===== config.mk =====
export PLATFORM = sky130hd
export DESIGN_NAME = vrc_ctrl
export DESIGN_NICKNAME = d
export VERILOG_FILES = /design/src/hdl/vrc_pkg.sv /design/src/hdl/vrc_ctrl.sv
export SDC_FILE = /design/constraint.sdc
export NUM_CORES = 1
export LEC_CHECK = 0
export BUFFER_PORTS_ARGS = -buffer_cell sky130_fd_sc_hd__clkbuf_2
export CAP_MARGIN = 20
export CORE_MARGIN = 5
export CORE_UTILIZATION = 35
export CTS_CLUSTER_DIAMETER = 30
export DETAILED_ROUTE_END_ITERATION = 6
export GPL_ROUTABILITY_DRIVEN = 0
export PLACE_DENSITY = 0.61
export SLEW_MARGIN = 20
export SYNTH_ARGS = -nofsm -noshare
export SYNTH_HDL_FRONTEND = slang
export SYNTH_SLANG_ARGS = --single-unit
export TNS_END_PERCENT = 20

===== constraint.sdc =====
create_clock -name hclk -period 2.2 [get_ports hclk]
set_input_delay 0.22 -clock hclk [delete_from_list [all_inputs] [get_ports hclk]]
set_output_delay 0.22 -clock hclk [all_outputs]
set_load 0.005 [all_outputs]

===== src/hdl/vrc_pkg.sv =====
// Constants for the video DRAM random-port controller.
// Assumes a 10 MHz hclk and one AHB-Lite slave port in front of the controller.
// How it works
// Transfer/output-enable and column strobe high at row strobe fall select random cycles.
// Device takes row address at row strobe fall, column at column strobe fall.
// Read: column strobe low, write strobes high, output enable low gives data.
// Both write strobes high at row fall means unmasked; write on strobes low later.
// Write strobe before column strobe is early write; all 16 bits latched there.
// Early write with one strobe low writes one byte; later strobe reuses data.
// Write strobe after column strobe is delayed write; keep output enable high.
// Read-modify-write: read first, then raise output enable, then drive write data.
// Write strobe low at row fall: data pins give a per-bit write mask.
// A new mask lasts the whole row-low period, page accesses included.
// After load-mask, the stored mask is used until a mask-reset refresh.
// Row held low, each column strobe toggle reaches another word of the row.
// Row strobe low period in page mode must stay within 100 us.
// Colour register cycle: all of column, transfer, write strobes and flag high.
// Colour register cycle refreshes the row; read, early and delayed timing.
// Mask register cycle shares the colour register row decode, 16-bit register.
// Flash write: flag high and a write strobe low at row fall fills the row.
// Block write: flag low at row fall, high with write strobe low at column.
// Block write column mask comes from data pins 0 to 3 only.
// Block write allows early, delayed, read-modify-write and page timing.
// Unmasked block write fills all 16 bit positions.
// Masked block write keeps bits whose mask is low.
// Flag at column strobe fall: low picks mask register, high colour register.
// Persistent mask stays until a refresh with register reset.
package vrc_pkg;
  // --------------------------------------------------------------------
  // Register map
  // --------------------------------------------------------------------
  localparam logic [7:0] VRC_CTRL_OFS = 8'h00;
  localparam logic [7:0] VRC_ADDR_OFS = 8'h04;
  localparam logic [7:0] VRC_WDATA_OFS = 8'h08;
  localparam logic [7:0] VRC_MASK_OFS = 8'h0C;
  localparam logic [7:0] VRC_RDATA_OFS = 8'h10;
  localparam logic [7:0] VRC_STATUS_OFS = 8'h14;
  // Control fields
  localparam int VRC_CTRL_OP_LSB = 0;
  localparam int VRC_CTRL_TIM_LSB = 3;
  localparam int VRC_CTRL_MASKED_BIT = 5;
  localparam int VRC_CTRL_BE_LSB = 6;
  localparam int VRC_CTRL_PAGE_BIT = 8;
  localparam int VRC_ADDR_COL_LSB = 16;
  localparam logic [15:0] VRC_DATA_RESET = 16'h0000;
  // --------------------------------------------------------------------
  // Operations and write timing
  // --------------------------------------------------------------------
  typedef enum logic [2:0] {
    VRC_OP_READ = 3'h0, VRC_OP_WRITE = 3'h1, VRC_OP_BLOCK = 3'h2, VRC_OP_FLASH = 3'h3,
    VRC_OP_LOAD_MASK = 3'h4, VRC_OP_LOAD_COLOUR = 3'h5, VRC_OP_READ_MASK = 3'h6,
    VRC_OP_READ_COLOUR = 3'h7
  } vrc_op_t;
  typedef enum logic [1:0] {
    VRC_TIM_EARLY = 2'h0, VRC_TIM_DELAYED = 2'h1, VRC_TIM_RMW = 2'h2
  } vrc_tim_t;
  // --------------------------------------------------------------------
  // Timing
  // --------------------------------------------------------------------
  localparam int VRC_CLK_NS = 100;
  localparam int VRC_PAGE_LIMIT_US = 100;
  localparam int VRC_PAGE_LIMIT_CYC = (VRC_PAGE_LIMIT_US * 1000) / VRC_CLK_NS;
endpackage


===== src/hdl/vrc_ctrl.sv =====
// Controller that drives the random port of a multiport video DRAM.
// Assumes a single AHB-Lite master; DRAM data pins are resolved outside.
`timescale 1ns/1ps
module vrc_ctrl import vrc_pkg::*; #(
  parameter int PAGE_MARGIN = 16
) (
  input wire logic hclk,
  input wire logic hresetn,
  input wire logic hsel,
  input wire logic [31:0] haddr,
  input wire logic [1:0] htrans,
  input wire logic hwrite,
  input wire logic [2:0] hsize,
  input wire logic [31:0] hwdata,
  input wire logic hready,
  output logic [31:0] hrdata,
  output logic hreadyout,
  output logic hresp,
  output logic row_strobe_n,
  output logic column_strobe_n,
  output logic upper_byte_write_strobe_n,
  output logic lower_byte_write_strobe_n,
  output logic transfer_output_enable_n,
  output logic special_function_flag,
  output logic [8:0] dram_addr,
  output logic [15:0] dram_data_out,
  output logic dram_data_oe_n,
  input wire logic [15:0] dram_data_in
);
  // Longest access is under 10 cycles; margin must cover it and fit the limit
  if (PAGE_MARGIN < 10 || PAGE_MARGIN >= VRC_PAGE_LIMIT_CYC) begin : g_bad_margin
    $error("PAGE_MARGIN out of range");
  end
  typedef enum logic [10:0] {
    S_IDLE = 11'h001, S_ROW = 11'h002, S_RASF = 11'h004, S_COL = 11'h008,
    S_CASF = 11'h010, S_RD = 11'h020, S_DRV = 11'h040, S_WE = 11'h080,
    S_END = 11'h100, S_PAGE = 11'h200, S_PRE = 11'h400
  } vrc_state_t;
  vrc_state_t state_reg;
  vrc_op_t op_reg;
  vrc_tim_t tim_reg;
  logic masked_reg, page_reg, pending_reg;
  logic [1:0] be_reg;
  logic [8:0] row_reg, open_row_reg;
  logic [7:0] col_reg;
  logic [15:0] wdata_reg, mask_reg, rdata_reg;
  logic [10:0] ras_cnt_reg;
  logic [7:0] a_addr_reg;
  logic a_wr_reg;
  // --------------------------------------------------------------------
  // AHB-Lite slave, zero wait states
  // --------------------------------------------------------------------
  logic busy, accept_ctrl;
  assign hreadyout = 1'b1;
  assign hresp = 1'b0;
  assign busy = pending_reg || !(state_reg == S_IDLE || state_reg == S_PAGE);
  assign accept_ctrl = a_wr_reg && a_addr_reg == VRC_CTRL_OFS && !busy;
  always_ff @(posedge hclk or negedge hresetn) begin
    if (!hresetn) begin
      a_addr_reg <= 8'h00;
      a_wr_reg <= 1'b0;
    end else if (hready) begin
      a_addr_reg <= haddr[7:0];
      a_wr_reg <= hsel && htrans[1] && hwrite;
    end
  end
  // Read data is latched in the address phase so it is ready in the data phase
  always_ff @(posedge hclk or negedge hresetn) begin
    if (!hresetn) begin
      hrdata <= 32'h0000_0000;
    end else if (hready && hsel && htrans[1] && !hwrite) begin
      if (haddr[7:0] == VRC_RDATA_OFS) begin
        hrdata <= {16'h0000, rdata_reg};
      end else if (haddr[7:0] == VRC_STATUS_OFS) begin
        hrdata <= {29'h0000_0000, state_reg == S_PAGE, !row_strobe_n, busy};
      end else if (haddr[7:0] == VRC_ADDR_OFS) begin
        hrdata <= {8'h00, col_reg, 7'h00, row_reg};
      end else if (haddr[7:0] == VRC_WDATA_OFS) begin
        hrdata <= {16'h0000, wdata_reg};
      end else if (haddr[7:0] == VRC_MASK_OFS) begin
        hrdata <= {16'h0000, mask_reg};
      end else begin
        hrdata <= 32'h0000_0000;
      end
    end
  end
  always_ff @(posedge hclk or negedge hresetn) begin
    if (!hresetn) begin
      row_reg <= 9'h000;
      col_reg <= 8'h00;
      wdata_reg <= VRC_DATA_RESET;
      mask_reg <= VRC_DATA_RESET;
    end else if (a_wr_reg && !busy) begin
      if (a_addr_reg == VRC_ADDR_OFS) begin
        row_reg <= hwdata[8:0];
        col_reg <= hwdata[VRC_ADDR_COL_LSB +: 8];
      end else if (a_addr_reg == VRC_WDATA_OFS) begin
        wdata_reg <= hwdata[15:0];
      end else if (a_addr_reg == VRC_MASK_OFS) begin
        mask_reg <= hwdata[15:0];
      end
    end
  end
  // Control write while busy is dropped; software polls the busy bit first
  always_ff @(posedge hclk or negedge hresetn) begin
    if (!hresetn) begin
      op_reg <= VRC_OP_READ;
      tim_reg <= VRC_TIM_EARLY;
      masked_reg <= 1'b0;
      be_reg <= 2'b00;
      page_reg <= 1'b0;
    end else if (accept_ctrl) begin
      op_reg <= vrc_op_t'(hwdata[VRC_CTRL_OP_LSB +: 3]);
      tim_reg <= vrc_tim_t'(hwdata[VRC_CTRL_TIM_LSB +: 2]);
      masked_reg <= hwdata[VRC_CTRL_MASKED_BIT];
      be_reg <= hwdata[VRC_CTRL_BE_LSB +: 2];
      page_reg <= hwdata[VRC_CTRL_PAGE_BIT];
    end
  end
  // --------------------------------------------------------------------
  // Per-operation decode
  // --------------------------------------------------------------------
  logic is_reg_op, is_colour, is_write, is_read, page_ok, early, use_oe, col_flag;
  logic [1:0] col_we_n;
  assign is_reg_op = op_reg[2];
  assign is_colour = op_reg == VRC_OP_LOAD_COLOUR || op_reg == VRC_OP_READ_COLOUR;
  assign is_read = op_reg == VRC_OP_READ || op_reg == VRC_OP_READ_MASK
                   || op_reg == VRC_OP_READ_COLOUR;
  assign is_write = !is_read && op_reg != VRC_OP_FLASH;
  assign page_ok = op_reg == VRC_OP_READ || op_reg == VRC_OP_WRITE
                   || op_reg == VRC_OP_BLOCK;
  // Register loads have no read-modify-write form; treat it as delayed
  assign early = is_write && tim_reg == VRC_TIM_EARLY;
  assign use_oe = is_read || (is_write && tim_reg == VRC_TIM_RMW && !is_reg_op);
  assign col_flag = op_reg == VRC_OP_BLOCK || is_colour;
  assign col_we_n = early ? ~be_reg : 2'b11;
  // --------------------------------------------------------------------
  // Row strobe low time, for closing an open page in time
  // --------------------------------------------------------------------
  always_ff @(posedge hclk or negedge hresetn) begin
    if (!hresetn) begin
      ras_cnt_reg <= 11'h000;
    end else if (row_strobe_n) begin
      ras_cnt_reg <= 11'h000;
    end else begin
      ras_cnt_reg <= ras_cnt_reg + 11'h001;
    end
  end
  logic page_expired;
  assign page_expired = ras_cnt_reg >= 11'(VRC_PAGE_LIMIT_CYC - PAGE_MARGIN);
  always_ff @(posedge hclk or negedge hresetn) begin
    if (!hresetn) begin
      pending_reg <= 1'b0;
    end else if (accept_ctrl) begin
      pending_reg <= 1'b1;
    end else if (pending_reg && (state_reg == S_IDLE || (state_reg == S_PAGE && page_ok
                 && row_reg == open_row_reg && !page_expired))) begin
      pending_reg <= 1'b0;
    end
  end
  // --------------------------------------------------------------------
  // Strobe sequencer
  // --------------------------------------------------------------------
  always_ff @(posedge hclk or negedge hresetn) begin
    if (!hresetn) begin
      state_reg <= S_IDLE;
      row_strobe_n <= 1'b1;
      column_strobe_n <= 1'b1;
      upper_byte_write_strobe_n <= 1'b1;
      lower_byte_write_strobe_n <= 1'b1;
      transfer_output_enable_n <= 1'b1;
      special_function_flag <= 1'b0;
      dram_addr <= 9'h000;
      dram_data_out <= VRC_DATA_RESET;
      dram_data_oe_n <= 1'b1;
      rdata_reg <= VRC_DATA_RESET;
      open_row_reg <= 9'h000;
    end else begin
      case (state_reg)
        S_IDLE: begin
          if (pending_reg) begin
            dram_addr <= row_reg;
            open_row_reg <= row_reg;
            column_strobe_n <= 1'b1;
            transfer_output_enable_n <= 1'b1;
            special_function_flag <= op_reg == VRC_OP_FLASH || is_reg_op;
            // One strobe low at row fall asks for a mask; flash needs it always
            lower_byte_write_strobe_n <= !(masked_reg && !is_reg_op)
                                         && op_reg != VRC_OP_FLASH;
            upper_byte_write_strobe_n <= 1'b1;
            dram_data_out <= mask_reg;
            // Flash always takes its I/O mask from the pins, masked bit or not
            dram_data_oe_n <= !(masked_reg && !is_reg_op) && op_reg != VRC_OP_FLASH;
            state_reg <= S_ROW;
          end
        end
        S_ROW: begin
          row_strobe_n <= 1'b0;
          state_reg <= S_RASF;
        end
        S_RASF, S_PAGE: begin
          if (state_reg == S_RASF && op_reg == VRC_OP_FLASH) begin
            state_reg <= S_END;
          end else if (state_reg == S_PAGE && (page_expired || (pending_reg
                       && (!page_ok || row_reg != open_row_reg)))) begin
            row_strobe_n <= 1'b1;
            state_reg <= S_PRE;
          end else if (state_reg == S_RASF || pending_reg) begin
            dram_addr <= {1'b0, col_reg};
            special_function_flag <= col_flag;
            upper_byte_write_strobe_n <= col_we_n[1];
            lower_byte_write_strobe_n <= col_we_n[0];
            dram_data_out <= wdata_reg;
            dram_data_oe_n <= !early;
            state_reg <= S_COL;
          end
        end
        S_COL: begin
          column_strobe_n <= 1'b0;
          state_reg <= S_CASF;
        end
        S_CASF: begin
          if (use_oe) begin
            transfer_output_enable_n <= 1'b0;
            state_reg <= S_RD;
          end else if (early) begin
            state_reg <= S_END;
          end else begin
            dram_data_oe_n <= 1'b0;
            state_reg <= S_WE;
          end
        end
        S_RD: begin
          rdata_reg <= dram_data_in;
          transfer_output_enable_n <= 1'b1;
          state_reg <= is_write ? S_DRV : S_END;
        end
        S_DRV: begin
          dram_data_oe_n <= 1'b0;
          state_reg <= S_WE;
        end
        S_WE: begin
          upper_byte_write_strobe_n <= !be_reg[1];
          lower_byte_write_strobe_n <= !be_reg[0];
          state_reg <= S_END;
        end
        S_END: begin
          column_strobe_n <= 1'b1;
          upper_byte_write_strobe_n <= 1'b1;
          lower_byte_write_strobe_n <= 1'b1;
          transfer_output_enable_n <= 1'b1;
          special_function_flag <= 1'b0;
          dram_data_oe_n <= 1'b1;
          if (page_reg && page_ok) begin
            state_reg <= S_PAGE;
          end else begin
            row_strobe_n <= 1'b1;
            state_reg <= S_PRE;
          end
        end
        default: begin
          // Precharge, and any stray code, go back to idle
          state_reg <= S_IDLE;
        end
      endcase
    end
  end
  // --------------------------------------------------------------------
  // Checks on the pin sequence
  // --------------------------------------------------------------------
  a_random_select: assert property (
    @(posedge hclk) disable iff (!hresetn)
    $fell(row_strobe_n) |-> transfer_output_enable_n && column_strobe_n && $past(dram_addr)
      == open_row_reg)
    else $error("random cycle not selected at row strobe fall");

  a_delayed_oe_high: assert property (
    @(posedge hclk) disable iff (!hresetn)
    (($fell(upper_byte_write_strobe_n) || $fell(lower_byte_write_strobe_n)) && !column_strobe_n)
      |-> transfer_output_enable_n && !dram_data_oe_n && $past(!column_strobe_n, 2))
    else $error("delayed write strobe without data and high output enable");

  a_rmw_no_clash: assert property (
    @(posedge hclk) disable iff (!hresetn)
    $rose(transfer_output_enable_n) && !column_strobe_n && is_write
      |-> dram_data_oe_n ##1 !dram_data_oe_n ##1 $fell(lower_byte_write_strobe_n)
      || $fell(upper_byte_write_strobe_n))
    else $error("write data driven before output enable rose");

  a_page_limit: assert property (
    @(posedge hclk) disable iff (!hresetn)
    ras_cnt_reg < 11'(VRC_PAGE_LIMIT_CYC))
    else $error("row strobe low too long");

  a_reg_select: assert property (
    @(posedge hclk) disable iff (!hresetn)
    $fell(column_strobe_n) && is_reg_op |-> special_function_flag == is_colour
      && $past(special_function_flag, 3))
    else $error("wrong flag level for register cycle");
endmodule


==> impl_results.html, run 1 <==
<table>
<tr><th>Metric</th><th>Value</th></tr>
<tr><th colspan="2">Synth</th></tr>
<tr><td>Dominant register cell in the synthesized netlist</td><td>sky130_fd_sc_hd__dfrtp_1</td></tr>
<tr><td>Most area-hungry cell type in the Yosys netlist</td><td>sky130_fd_sc_hd__dfrtp_1</td></tr>
<tr><td>Synthesized instance count</td><td>647</td></tr>
<tr><td>Yosys reg bits</td><td>between 150 and 200</td></tr>
<tr><td>Post-synthesis sequential area ratio</td><td>0.5528</td></tr>
<tr><td>Largest cells by area after synthesis</td><td>sky130_fd_sc_hd__dfrtp_1 (53%), sky130_fd_sc_hd__mux2_2 (8.6%), sky130_fd_sc_hd__mux2_1 (4.4%)</td></tr>
<tr><td>Number of enable flip-flop cells after synthesis</td><td>0</td></tr>
<tr><td>Syn_area_per_cell</td><td>11.99 um^2</td></tr>
<tr><td>Portion of synthesized cell area occupied by the leading cell type</td><td>0.5291</td></tr>
<tr><td>Share of flip-flops with an asynchronous set or reset after synthesis</td><td>1.000</td></tr>
<tr><td>Netlist area before placement</td><td>0.007756 mm^2</td></tr>
<tr><td>Post-synth cell types</td><td>62</td></tr>
<tr><td>Synth Warn #</td><td>0</td></tr>
<tr><th colspan="2">Route</th></tr>
<tr><td>Number of vias per cell after detailed routing</td><td>5.275</td></tr>
<tr><td>Post-Route WL</td><td>~22 mm</td></tr>
<tr><td>Via count</td><td>5955</td></tr>
<tr><td>Routed length per instance</td><td>19.35 um</td></tr>
<tr><td>Number of nets with antenna violations after detailed routing</td><td>0</td></tr>
<tr><td>Initial drt markers</td><td>413</td></tr>
<tr><td>Residual DRC</td><td>0</td></tr>
<tr><td>Number of detailed-route iterations in the first pass</td><td>5</td></tr>
<tr><th colspan="2">Critical path</th></tr>
<tr><td>Critical path launch point</td><td>state_reg[8]</td></tr>
<tr><td>Setup slack of the most critical reg-to-reg path</td><td>-160 ps</td></tr>
<tr><td>Family of cells with the greatest summed delay on the critical path</td><td>simple AND/OR/NAND/NOR gates</td></tr>
<tr><td>Cell-by-cell trace of the critical path</td><td>or4_4 -&gt; nor3_4 -&gt; o2111ai_4 -&gt; nor3b_4 -&gt; buf_6 -&gt; clkbuf_16 -&gt; mux2_4</td></tr>
<tr><td>Path length in cells of the critical path</td><td>7</td></tr>
<tr><td>Worst EP arrival</td><td>2680 ps</td></tr>
<tr><td>Setup CP Type</td><td>reg -&gt; reg</td></tr>
<tr><td>Endpoint kind of the worst setup timing path</td><td>flip-flop</td></tr>
<tr><td>Stage delay of the slowest cell on the critical path</td><td>slightly below 600 ps</td></tr>
<tr><td>Slowest cell on the critical path</td><td>sky130_fd_sc_hd__or4_4</td></tr>
<tr><td>CP startpoint kind</td><td>flip-flop</td></tr>
<tr><td>Buffer and inverter count on the worst path</td><td>2</td></tr>
<tr><td>Length in cells of the worst reg-to-reg path</td><td>7</td></tr>
<tr><td>CP max FO</td><td>9</td></tr>
<tr><td>Worst flop-to-flop path startpoint</td><td>state_reg[8]</td></tr>
<tr><td>Required time of the worst setup path</td><td>2520 ps</td></tr>
<tr><th colspan="2">Hold path</th></tr>
<tr><td>Hold path start</td><td>hwdata[20]</td></tr>
<tr><td>Hold Crit Class</td><td>in -&gt; reg</td></tr>
<tr><td>Worst Hold Path Cells</td><td>2</td></tr>
<tr><th colspan="2">Floorplanning</th></tr>
<tr><td>Core region area</td><td>0.02182 mm^2</td></tr>
<tr><td>Total I/O pin count</td><td>156</td></tr>
<tr><td>Initial standard-cell utilization of the core</td><td>0.3554</td></tr>
<tr><td>Count of standard-cell rows</td><td>54</td></tr>
<tr><td>Die Span Y</td><td>between 150 and 200 um</td></tr>
<tr><td>Total Die Area</td><td>between 0.02 and 0.03 mm^2</td></tr>
<tr><td>Die width</td><td>158.9 um</td></tr>
<tr><th colspan="2">STA</th></tr>
<tr><td>Final period demand of the worst path</td><td>about 2400 ps</td></tr>
<tr><td>Slew HR</td><td>0.6585</td></tr>
<tr><td>Final hold violation count</td><td>0</td></tr>
<tr><td>Setup TNS after final layout</td><td>-7284 ps</td></tr>
<tr><td>Final setup margin</td><td>-164.6 ps</td></tr>
<tr><td>Final setup viols</td><td>85</td></tr>
<tr><td>Final Slew Violations</td><td>0</td></tr>
<tr><td>Clock skew after layout</td><td>8.264 ps</td></tr>
<tr><td>Setup repair after global routing missed its margin</td><td>true</td></tr>
<tr><td>Pin slew with the least headroom to its limit</td><td>a little over 500 ps</td></tr>
<tr><td>Final worst-path cycle share</td><td>1.075</td></tr>
<tr><td>Peak clock frequency supported by timing</td><td>422.9 MHz</td></tr>
<tr><th colspan="2">Layout</th></tr>
<tr><td>Count of fill cells added during filler insertion</td><td>1957</td></tr>
<tr><td>Area added between synthesis and finish</td><td>32.18%</td></tr>
<tr><td>Flip-flop count of the largest register after layout</td><td>24</td></tr>
<tr><td>Final Net Count</td><td>928</td></tr>
<tr><td>Share of post-route cells with drive strength above 1</td><td>0.4382</td></tr>
<tr><td>Number of standard cells in the final layout excluding fillers</td><td>1129</td></tr>
<tr><td>Final std cell area, no fill</td><td>between 0.01 and 0.015 mm^2</td></tr>
<tr><td>Diode insertion count for antenna repair</td><td>0</td></tr>
<tr><td>Most flop-heavy register</td><td>hrdata</td></tr>
<tr><th colspan="2">GRT</th></tr>
<tr><td>Global-route wire length before repair</td><td>34.60 mm</td></tr>
<tr><td>Maximum number of pins on one net before global-route repair</td><td>52</td></tr>
<tr><td>Antenna violations before repair</td><td>0</td></tr>
<tr><td>GRT overflow</td><td>0</td></tr>
<tr><td>Number of global-route vias before repair</td><td>6084</td></tr>
<tr><td>Global-route usage over all layers</td><td>0.1710</td></tr>
<tr><th colspan="2">Run status</th></tr>
<tr><td>Run status</td><td>finished, violations left</td></tr>
<tr><td>Failing checks</td><td>negative setup slack</td></tr>
<tr><th colspan="2">Clock tree</th></tr>
<tr><td>H-tree levels</td><td>4</td></tr>
<tr><td>Clock transition at the registers of the reported paths</td><td>70 ps</td></tr>
<tr><td>Clock Tree Buf Depth</td><td>2</td></tr>
<tr><td>Source-to-sink clock delay at the later pin of the worst-skew pair</td><td>between 400 and 500 ps</td></tr>
<tr><td>Library cell used as clock root buffer</td><td>sky130_fd_sc_hd__clkbuf_16</td></tr>
<tr><td>Number of clock buffers inserted by TritonCTS</td><td>17</td></tr>
<tr><td>Total clock sinks</td><td>around 170</td></tr>
<tr><td>TritonCTS clock tree</td><td>yes</td></tr>
<tr><th colspan="2">Placed design</th></tr>
<tr><td>Number of I/O port buffers</td><td>109</td></tr>
<tr><td>Hpwl dp</td><td>between 15 and 20 mm</td></tr>
<tr><td>Number of placed instances with taps included</td><td>1082</td></tr>
<tr><td>Worst slack at placement</td><td>-212.6 ps</td></tr>
<tr><td>Post-placement cell area</td><td>0.009249 mm^2</td></tr>
<tr><th colspan="2">Job</th></tr>
<tr><td>Max capacitance violation total</td><td>0</td></tr>
<tr><th colspan="2">Power and ir drop</th></tr>
<tr><td>Worst ir drop on vdd</td><td>around 0.00038 V</td></tr>
<tr><td>Static Leak</td><td>4.818 nW</td></tr>
<tr><td>PwrDens</td><td>811.8 mW/mm^2</td></tr>
</table>
-- Yosys cell counts, types with 3 or more instances --
| library cell | number |
|---|---|
| sky130_fd_sc_hd__inv_1 | 11 |
| sky130_fd_sc_hd__mux2_1 | 30 |
| sky130_fd_sc_hd__nor2b_1 | 4 |
| sky130_fd_sc_hd__and4_1 | 4 |
| sky130_fd_sc_hd__xnor2_1 | 12 |
| sky130_fd_sc_hd__nand3_1 | 7 |
| sky130_fd_sc_hd__a2bb2oi_1 | 14 |
| sky130_fd_sc_hd__nor3_1 | 12 |
| sky130_fd_sc_hd__or3_1 | 4 |
| sky130_fd_sc_hd__dfstp_2 | 7 |
| sky130_fd_sc_hd__a222oi_1 | 7 |
| sky130_fd_sc_hd__o21a_1 | 3 |
| sky130_fd_sc_hd__buf_6 | 5 |
| sky130_fd_sc_hd__o31ai_1 | 3 |
| sky130_fd_sc_hd__a22oi_1 | 8 |
| sky130_fd_sc_hd__buf_4 | 12 |
| sky130_fd_sc_hd__a21oi_1 | 16 |
| sky130_fd_sc_hd__nor4_1 | 5 |
| sky130_fd_sc_hd__buf_2 | 13 |
| sky130_fd_sc_hd__a22o_1 | 17 |
| sky130_fd_sc_hd__a2bb2oi_2 | 10 |
| sky130_fd_sc_hd__xor2_1 | 7 |
| sky130_fd_sc_hd__nor2_1 | 28 |
| sky130_fd_sc_hd__o22ai_1 | 27 |
| sky130_fd_sc_hd__nor4b_1 | 3 |
| sky130_fd_sc_hd__o21ai_0 | 25 |
| sky130_fd_sc_hd__nand2_1 | 54 |
| sky130_fd_sc_hd__dfrtp_1 | 164 |
| sky130_fd_sc_hd__and2_1 | 4 |
| sky130_fd_sc_hd__a31oi_1 | 3 |
| sky130_fd_sc_hd__or4_1 | 5 |
| sky130_fd_sc_hd__nand4_1 | 8 |
| sky130_fd_sc_hd__clkbuf_1 | 16 |
| sky130_fd_sc_hd__mux2_2 | 59 |
| sky130_fd_sc_hd__and3_1 | 6 |
-- routing by layer --
metal | global-route usage | vias up | wire length (um)
li1 | - | 2749 | -
met4 | 0.05079 | 0 | 303
met5 | 0 | - | 0
met3 | 0.04018 | 19 | 1312
met2 | 0.2657 | 192 | 10160
met1 | 0.2394 | 2995 | 10070
-- report_power, final --
part           internal, mW  total [mW]  switching (mW)  leakage [nW]
logic                 0.856        1.49           0.633          2.35
clock network          1.69        3.01            1.32         0.281
registers              3.53        3.82           0.295          2.19
-- cell usage in the layout (no fill, tap or decap), types with 5 or more instances in the layout --
cell type	count
sky130_fd_sc_hd__nand2_1	53
sky130_fd_sc_hd__o21ai_0	24
sky130_fd_sc_hd__dfstp_2	7
sky130_fd_sc_hd__nor2_1	27
sky130_fd_sc_hd__mux2_4	33
sky130_fd_sc_hd__a222oi_1	7
sky130_fd_sc_hd__nand4_1	8
sky130_fd_sc_hd__nor3_1	12
sky130_fd_sc_hd__conb_1	10
sky130_fd_sc_hd__a21oi_1	16
sky130_fd_sc_hd__mux2_1	7
sky130_fd_sc_hd__a22oi_1	8
sky130_fd_sc_hd__clkbuf_16	19
sky130_fd_sc_hd__nand3_1	7
sky130_fd_sc_hd__inv_1	10
sky130_fd_sc_hd__buf_4	75
sky130_fd_sc_hd__clkbuf_2	108
sky130_fd_sc_hd__o22ai_1	26
sky130_fd_sc_hd__mux2_2	49
sky130_fd_sc_hd__a2bb2oi_2	22
sky130_fd_sc_hd__dlygate4sd3_1	5
sky130_fd_sc_hd__dfrtp_1	164
sky130_fd_sc_hd__xor2_1	7
sky130_fd_sc_hd__buf_12	10
sky130_fd_sc_hd__buf_6	7
sky130_fd_sc_hd__a22o_1	17
sky130_fd_sc_hd__xnor2_1	12
-- final cells by class --
class                           count  area [um^2]  area share
Sequential cell                   171         4288      0.4182
Multi-Input combinational cell    426         3470      0.3384
Inverter                           12        46.29    0.004516
Clock inverter                     15        162.7     0.01587
Timing Repair Buffer              208         1510      0.1473
Clock buffer                       17        425.4     0.04149
Tap cell                          280        350.3     0.03417
-- stage by stage --
step / util / power, mW / hold WS, ps
after detailed placement: 0.4238 / 5.186 / 207.0
after global routing: 0.4698 / 8.679 / 5.567
after floorplan: - / 4.463 / -75.59
final: 0.4698 / 8.322 / 14.13
after global placement: 0.4238 / 5.167 / 208.2
after CTS: 0.4638 / 8.366 / 0.3030
-- kinds of logic (layout without fill, tap and decap cells) --
family / after synthesis / after routing / share of synthesized area
AO/OA/AOI/OAI: 147 / 147 / 0.1449
XOR/XNOR: 19 / 19 / 0.02146
adder cells (fa/ha/maj): 2 / 2 / 0.003226
buffers and inverters: 58 / 252 / 0.04081
flip-flops: 171 / 171 / 0.5528
multiplexers: 89 / 89 / 0.1292
other: 2 / 10 / 0.0009683
AND/OR/NAND/NOR: 159 / 159 / 0.1066
-- path summary, 6_finish.rpt --
path / endpoint
setup / recovery: row_reg[2]
min in group asynchronous: hrdata[21]
max in group asynchronous: state_reg[0]
hold / removal: col_reg[4]
setup reg to reg: row_reg[2]
hold reg to reg: upper_byte_write_strobe_n
-- repair_timing --
item                                   CTS  global route
pin swaps                                7             0
gates resized for setup                 42            13
endpoints found under the hold margin   45             1
hold buffers                             4             1
setup endpoints to repair               97            98
cloned                                   1             2
buffers inserted                         5             3
(Power assumes the default switching activity.)
==> run 2: changes to the inputs <==
--- a/config.mk
+++ b/config.mk
@@ -18,3 +18,2 @@
 export SYNTH_HDL_FRONTEND = slang
 export SYNTH_SLANG_ARGS = --single-unit
-export TNS_END_PERCENT = 20
==> constraint.sdc (replaced) <==
create_clock -name hclk -period 2.2 [get_ports hclk]
set_input_delay 0.44 -clock hclk [delete_from_list [all_inputs] [get_ports hclk]]
set_output_delay 0.44 -clock hclk [all_outputs]
set_load 0.005 [all_outputs]
==> run 2 against run 1 <==
The run still ends with negative setup slack left. Flip-flop and latch count stayed put. Routed wire length decreased by 2.3%. Non-clock buffer count increased by 8. First-iteration DRC count fell by 26%. Critical path depth shrank 1. Maximum frequency decreased by 0.16%. Global-route usage fell by 0.57 points. Clock-buffer cell count increased by 2. Critical endpoint is now row_reg[7]. Highest routed layer unchanged.
==> impl_results.html, run 2 (synthesis results as in run 1) <==
<table>
<tr><th>Metric</th><th>Value</th></tr>
<tr><th colspan="2">Layout</th></tr>
<tr><td>Top library cells by usage in the layout, fill and taps aside</td><td>sky130_fd_sc_hd__dfrtp_1 (164), sky130_fd_sc_hd__clkbuf_2 (108), sky130_fd_sc_hd__buf_4 (87) (was sky130_fd_sc_hd__dfrtp_1 (164), sky130_fd_sc_hd__clkbuf_2 (108), sky130_fd_sc_hd__buf_4 (75))</td></tr>
<tr><td>Final Net Count</td><td>936 (was 928)</td></tr>
<tr><td>Most flop-heavy register</td><td>hrdata (unchanged)</td></tr>
<tr><td>Finished Core Util</td><td>0.4775 (was 0.4698)</td></tr>
<tr><td>Most frequent standard cell in the layout excluding fill and tap cells</td><td>sky130_fd_sc_hd__dfrtp_1 (unchanged)</td></tr>
<tr><td>Number of standard cells in the final layout excluding fillers</td><td>1136 (was 1129)</td></tr>
<tr><td>Diode insertion count for antenna repair</td><td>0 (unchanged)</td></tr>
<tr><td>Area added between synthesis and finish</td><td>34.34% (was 32.18%)</td></tr>
<tr><td>Flip-flop count of the largest register after layout</td><td>24 (unchanged)</td></tr>
<tr><td>Share of post-route cells with drive strength above 1</td><td>0.4755 (was 0.4382)</td></tr>
<tr><th colspan="2">Clock tree</th></tr>
<tr><td>Number of clock buffers inserted by TritonCTS</td><td>17 (unchanged)</td></tr>
<tr><td>Clock Tree Buf Depth</td><td>2 (unchanged)</td></tr>
<tr><td>Total clock sinks</td><td>171 (unchanged)</td></tr>
<tr><td>Library cell used as clock root buffer</td><td>sky130_fd_sc_hd__clkbuf_16 (unchanged)</td></tr>
<tr><td>Clock transition at the registers of the reported paths</td><td>70 ps (about the same)</td></tr>
<tr><td>Source-to-sink clock delay at the later pin of the worst-skew pair</td><td>430 ps (was 440 ps)</td></tr>
<tr><td>TritonCTS clock tree</td><td>yes (unchanged)</td></tr>
<tr><td>H-tree levels</td><td>4 (unchanged)</td></tr>
<tr><th colspan="2">GRT</th></tr>
<tr><td>Global-route wire length before repair</td><td>33.64 mm (was 34.60 mm)</td></tr>
<tr><td>Number of global-route vias before repair</td><td>5971 (was 6084)</td></tr>
<tr><td>Global-route usage over all layers</td><td>0.1653 (was 0.1710)</td></tr>
<tr><td>Maximum number of pins on one net before global-route repair</td><td>56 (was 52)</td></tr>
<tr><td>GRT overflow</td><td>0 (unchanged)</td></tr>
<tr><td>Antenna violations before repair</td><td>0 (unchanged)</td></tr>
<tr><th colspan="2">STA</th></tr>
<tr><td>Pin slew with the least headroom to its limit</td><td>567.5 ps (was 508.3 ps)</td></tr>
<tr><td>Final setup margin</td><td>-168.4 ps (was -164.6 ps)</td></tr>
<tr><td>Setup TNS after final layout</td><td>-8238 ps (was -7284 ps)</td></tr>
<tr><td>Peak clock frequency supported by timing</td><td>422.2 MHz (was 422.9 MHz)</td></tr>
<tr><td>Final worst-path cycle share</td><td>1.077 (was 1.075)</td></tr>
<tr><td>Setup repair after global routing missed its margin</td><td>true (unchanged)</td></tr>
<tr><td>Clock skew after layout</td><td>6.980 ps (was 8.264 ps)</td></tr>
<tr><td>Final period demand of the worst path</td><td>2368 ps (was 2365 ps)</td></tr>
<tr><td>Final Slew Violations</td><td>0 (unchanged)</td></tr>
<tr><td>Slew HR</td><td>0.6217 (was 0.6585)</td></tr>
<tr><td>Final setup viols</td><td>90 (was 85)</td></tr>
<tr><td>Final hold violation count</td><td>0 (unchanged)</td></tr>
<tr><th colspan="2">Power and ir drop</th></tr>
<tr><td>Static Leak</td><td>4.901 nW (was 4.818 nW)</td></tr>
<tr><td>Total chip power</td><td>8.353 mW (was 8.322 mW)</td></tr>
<tr><td>Worst ir drop on vdd</td><td>0.0005268 V (was 0.0003784 V)</td></tr>
<tr><td>PwrDens</td><td>801.6 mW/mm^2 (was 811.8 mW/mm^2)</td></tr>
<tr><th colspan="2">Placed design</th></tr>
<tr><td>Hpwl dp</td><td>15.12 mm (was 15.76 mm)</td></tr>
<tr><td>Worst slack at placement</td><td>-185.9 ps (was -212.6 ps)</td></tr>
<tr><td>Number of placed instances with taps included</td><td>1091 (was 1082)</td></tr>
<tr><td>Number of I/O port buffers</td><td>109 (unchanged)</td></tr>
<tr><th colspan="2">Floorplanning</th></tr>
<tr><td>Count of standard-cell rows</td><td>54 (unchanged)</td></tr>
<tr><td>Initial standard-cell utilization of the core</td><td>0.3554 (unchanged)</td></tr>
<tr><td>Total I/O pin count</td><td>156 (unchanged)</td></tr>
<tr><td>Die width</td><td>158.9 um (unchanged)</td></tr>
<tr><td>Die Span Y</td><td>158.9 um (unchanged)</td></tr>
<tr><td>Total Die Area</td><td>0.02524 mm^2 (unchanged)</td></tr>
<tr><td>Core region area</td><td>0.02182 mm^2 (unchanged)</td></tr>
<tr><th colspan="2">Critical path</th></tr>
<tr><td>Endpoint kind of the worst setup timing path</td><td>flip-flop (unchanged)</td></tr>
<tr><td>Worst EP arrival</td><td>2680 ps (about the same)</td></tr>
<tr><td>Required time of the worst setup path</td><td>2510 ps (was 2520 ps)</td></tr>
<tr><td>Setup CP Type</td><td>reg -&gt; reg (unchanged)</td></tr>
<tr><td>CP max FO</td><td>8 (was 9)</td></tr>
<tr><td>CP startpoint kind</td><td>flip-flop (unchanged)</td></tr>
<tr><th colspan="2">Job</th></tr>
<tr><td>Max capacitance violation total</td><td>0 (unchanged)</td></tr>
<tr><th colspan="2">Run status</th></tr>
<tr><td>Run status</td><td>finished, violations left (unchanged)</td></tr>
<tr><td>Failing checks</td><td>negative setup slack (unchanged)</td></tr>
<tr><th colspan="2">Route</th></tr>
<tr><td>Initial drt markers</td><td>306 (was 413)</td></tr>
<tr><td>Number of detailed-route iterations in the first pass</td><td>5 (unchanged)</td></tr>
<tr><td>Number of nets with antenna violations after detailed routing</td><td>0 (unchanged)</td></tr>
<tr><td>Routed length per instance</td><td>18.79 um (was 19.35 um)</td></tr>
<tr><td>Post-Route WL</td><td>21.35 mm (was 21.85 mm)</td></tr>
<tr><td>Number of vias per cell after detailed routing</td><td>5.205 (was 5.275)</td></tr>
<tr><td>Residual DRC</td><td>0 (unchanged)</td></tr>
<tr><td>Via count</td><td>5913 (was 5955)</td></tr>
<tr><th colspan="2">Hold path</th></tr>
<tr><td>Hold Crit Class</td><td>in -&gt; reg (unchanged)</td></tr>
</table>
run 2: final cells by class:
class | instances | area (um^2)
Clock buffer | 19 | 452.9
Clock inverter | 12 | 140.1
Fill cell | 1995 | 11400
Inverter | 12 | 48.80
Multi-Input combinational cell | 426 | 3627
Sequential cell | 171 | 4288
Tap cell | 280 | 350.3
Timing Repair Buffer | 216 | 1513
run 2: layer usage:
layer | up-vias | wire length [um] | GRT usage
met5 | - | 0 | 0
met4 | 0 | 236 | 0.04304
met3 | 18 | 1032 | 0.03681
met2 | 138 | 10060 | 0.2598
met1 | 2987 | 10020 | 0.2328
li1 | 2770 | - | -
run 2: final timing paths:
| kind | startpoint | endpoint | slack, ps | depth (start not counted) |
|---|---|---|---|---|
| max in group asynchronous | hresetn | lower_byte_write_strobe_n | 940 | 3 |
| min in group asynchronous | hresetn | hrdata[23] | 540 | 2 |
| setup reg to reg | state_reg[10] | row_reg[7] | -170 | 6 |
| hold reg to reg | be_reg[1] | upper_byte_write_strobe_n | 420 | 1 |
| setup / recovery | state_reg[10] | row_reg[7] | -170 | 6 |
| hold / removal | dram_data_in[3] | rdata_reg[3] | 240 | 2 |
run 2: where the power goes:
part	internal (mW)	switching (mW)	total [mW]
Sequential	3.53	0.291	3.82
Clock	1.74	1.28	3.02
Combinational	0.868	0.649	1.52
run 2: repair_timing:
| item | 4_1_cts | 5_1_grt |
|---|---|---|
| cloned | 0 | 2 |
| pin swaps | 4 | 10 |
| gates resized for setup | 46 | 35 |
| endpoints found under the hold margin | 45 | 0 |
| buffers inserted | 9 | 5 |
| hold buffers | 1 | 0 |
| setup endpoints to repair | 95 | 114 |
run 2: worst max-delay path, cell delays in order, from the launching register on:
cell	delay, ps
sky130_fd_sc_hd__dfrtp_1	380
sky130_fd_sc_hd__or4_4	580
sky130_fd_sc_hd__nor3_4	230
sky130_fd_sc_hd__o2111ai_4	220
sky130_fd_sc_hd__nor3b_4	320
sky130_fd_sc_hd__buf_6	210
sky130_fd_sc_hd__mux2_4	310
run 2: metrics by stage:
step	hold WS (ps)	cell area (um^2)
detailed placement	411.7	9348
global placement	408.5	9348
floorplan	144.4	7938
finish	237.9	10420
global route	222.3	10420
CTS	214.0	10230
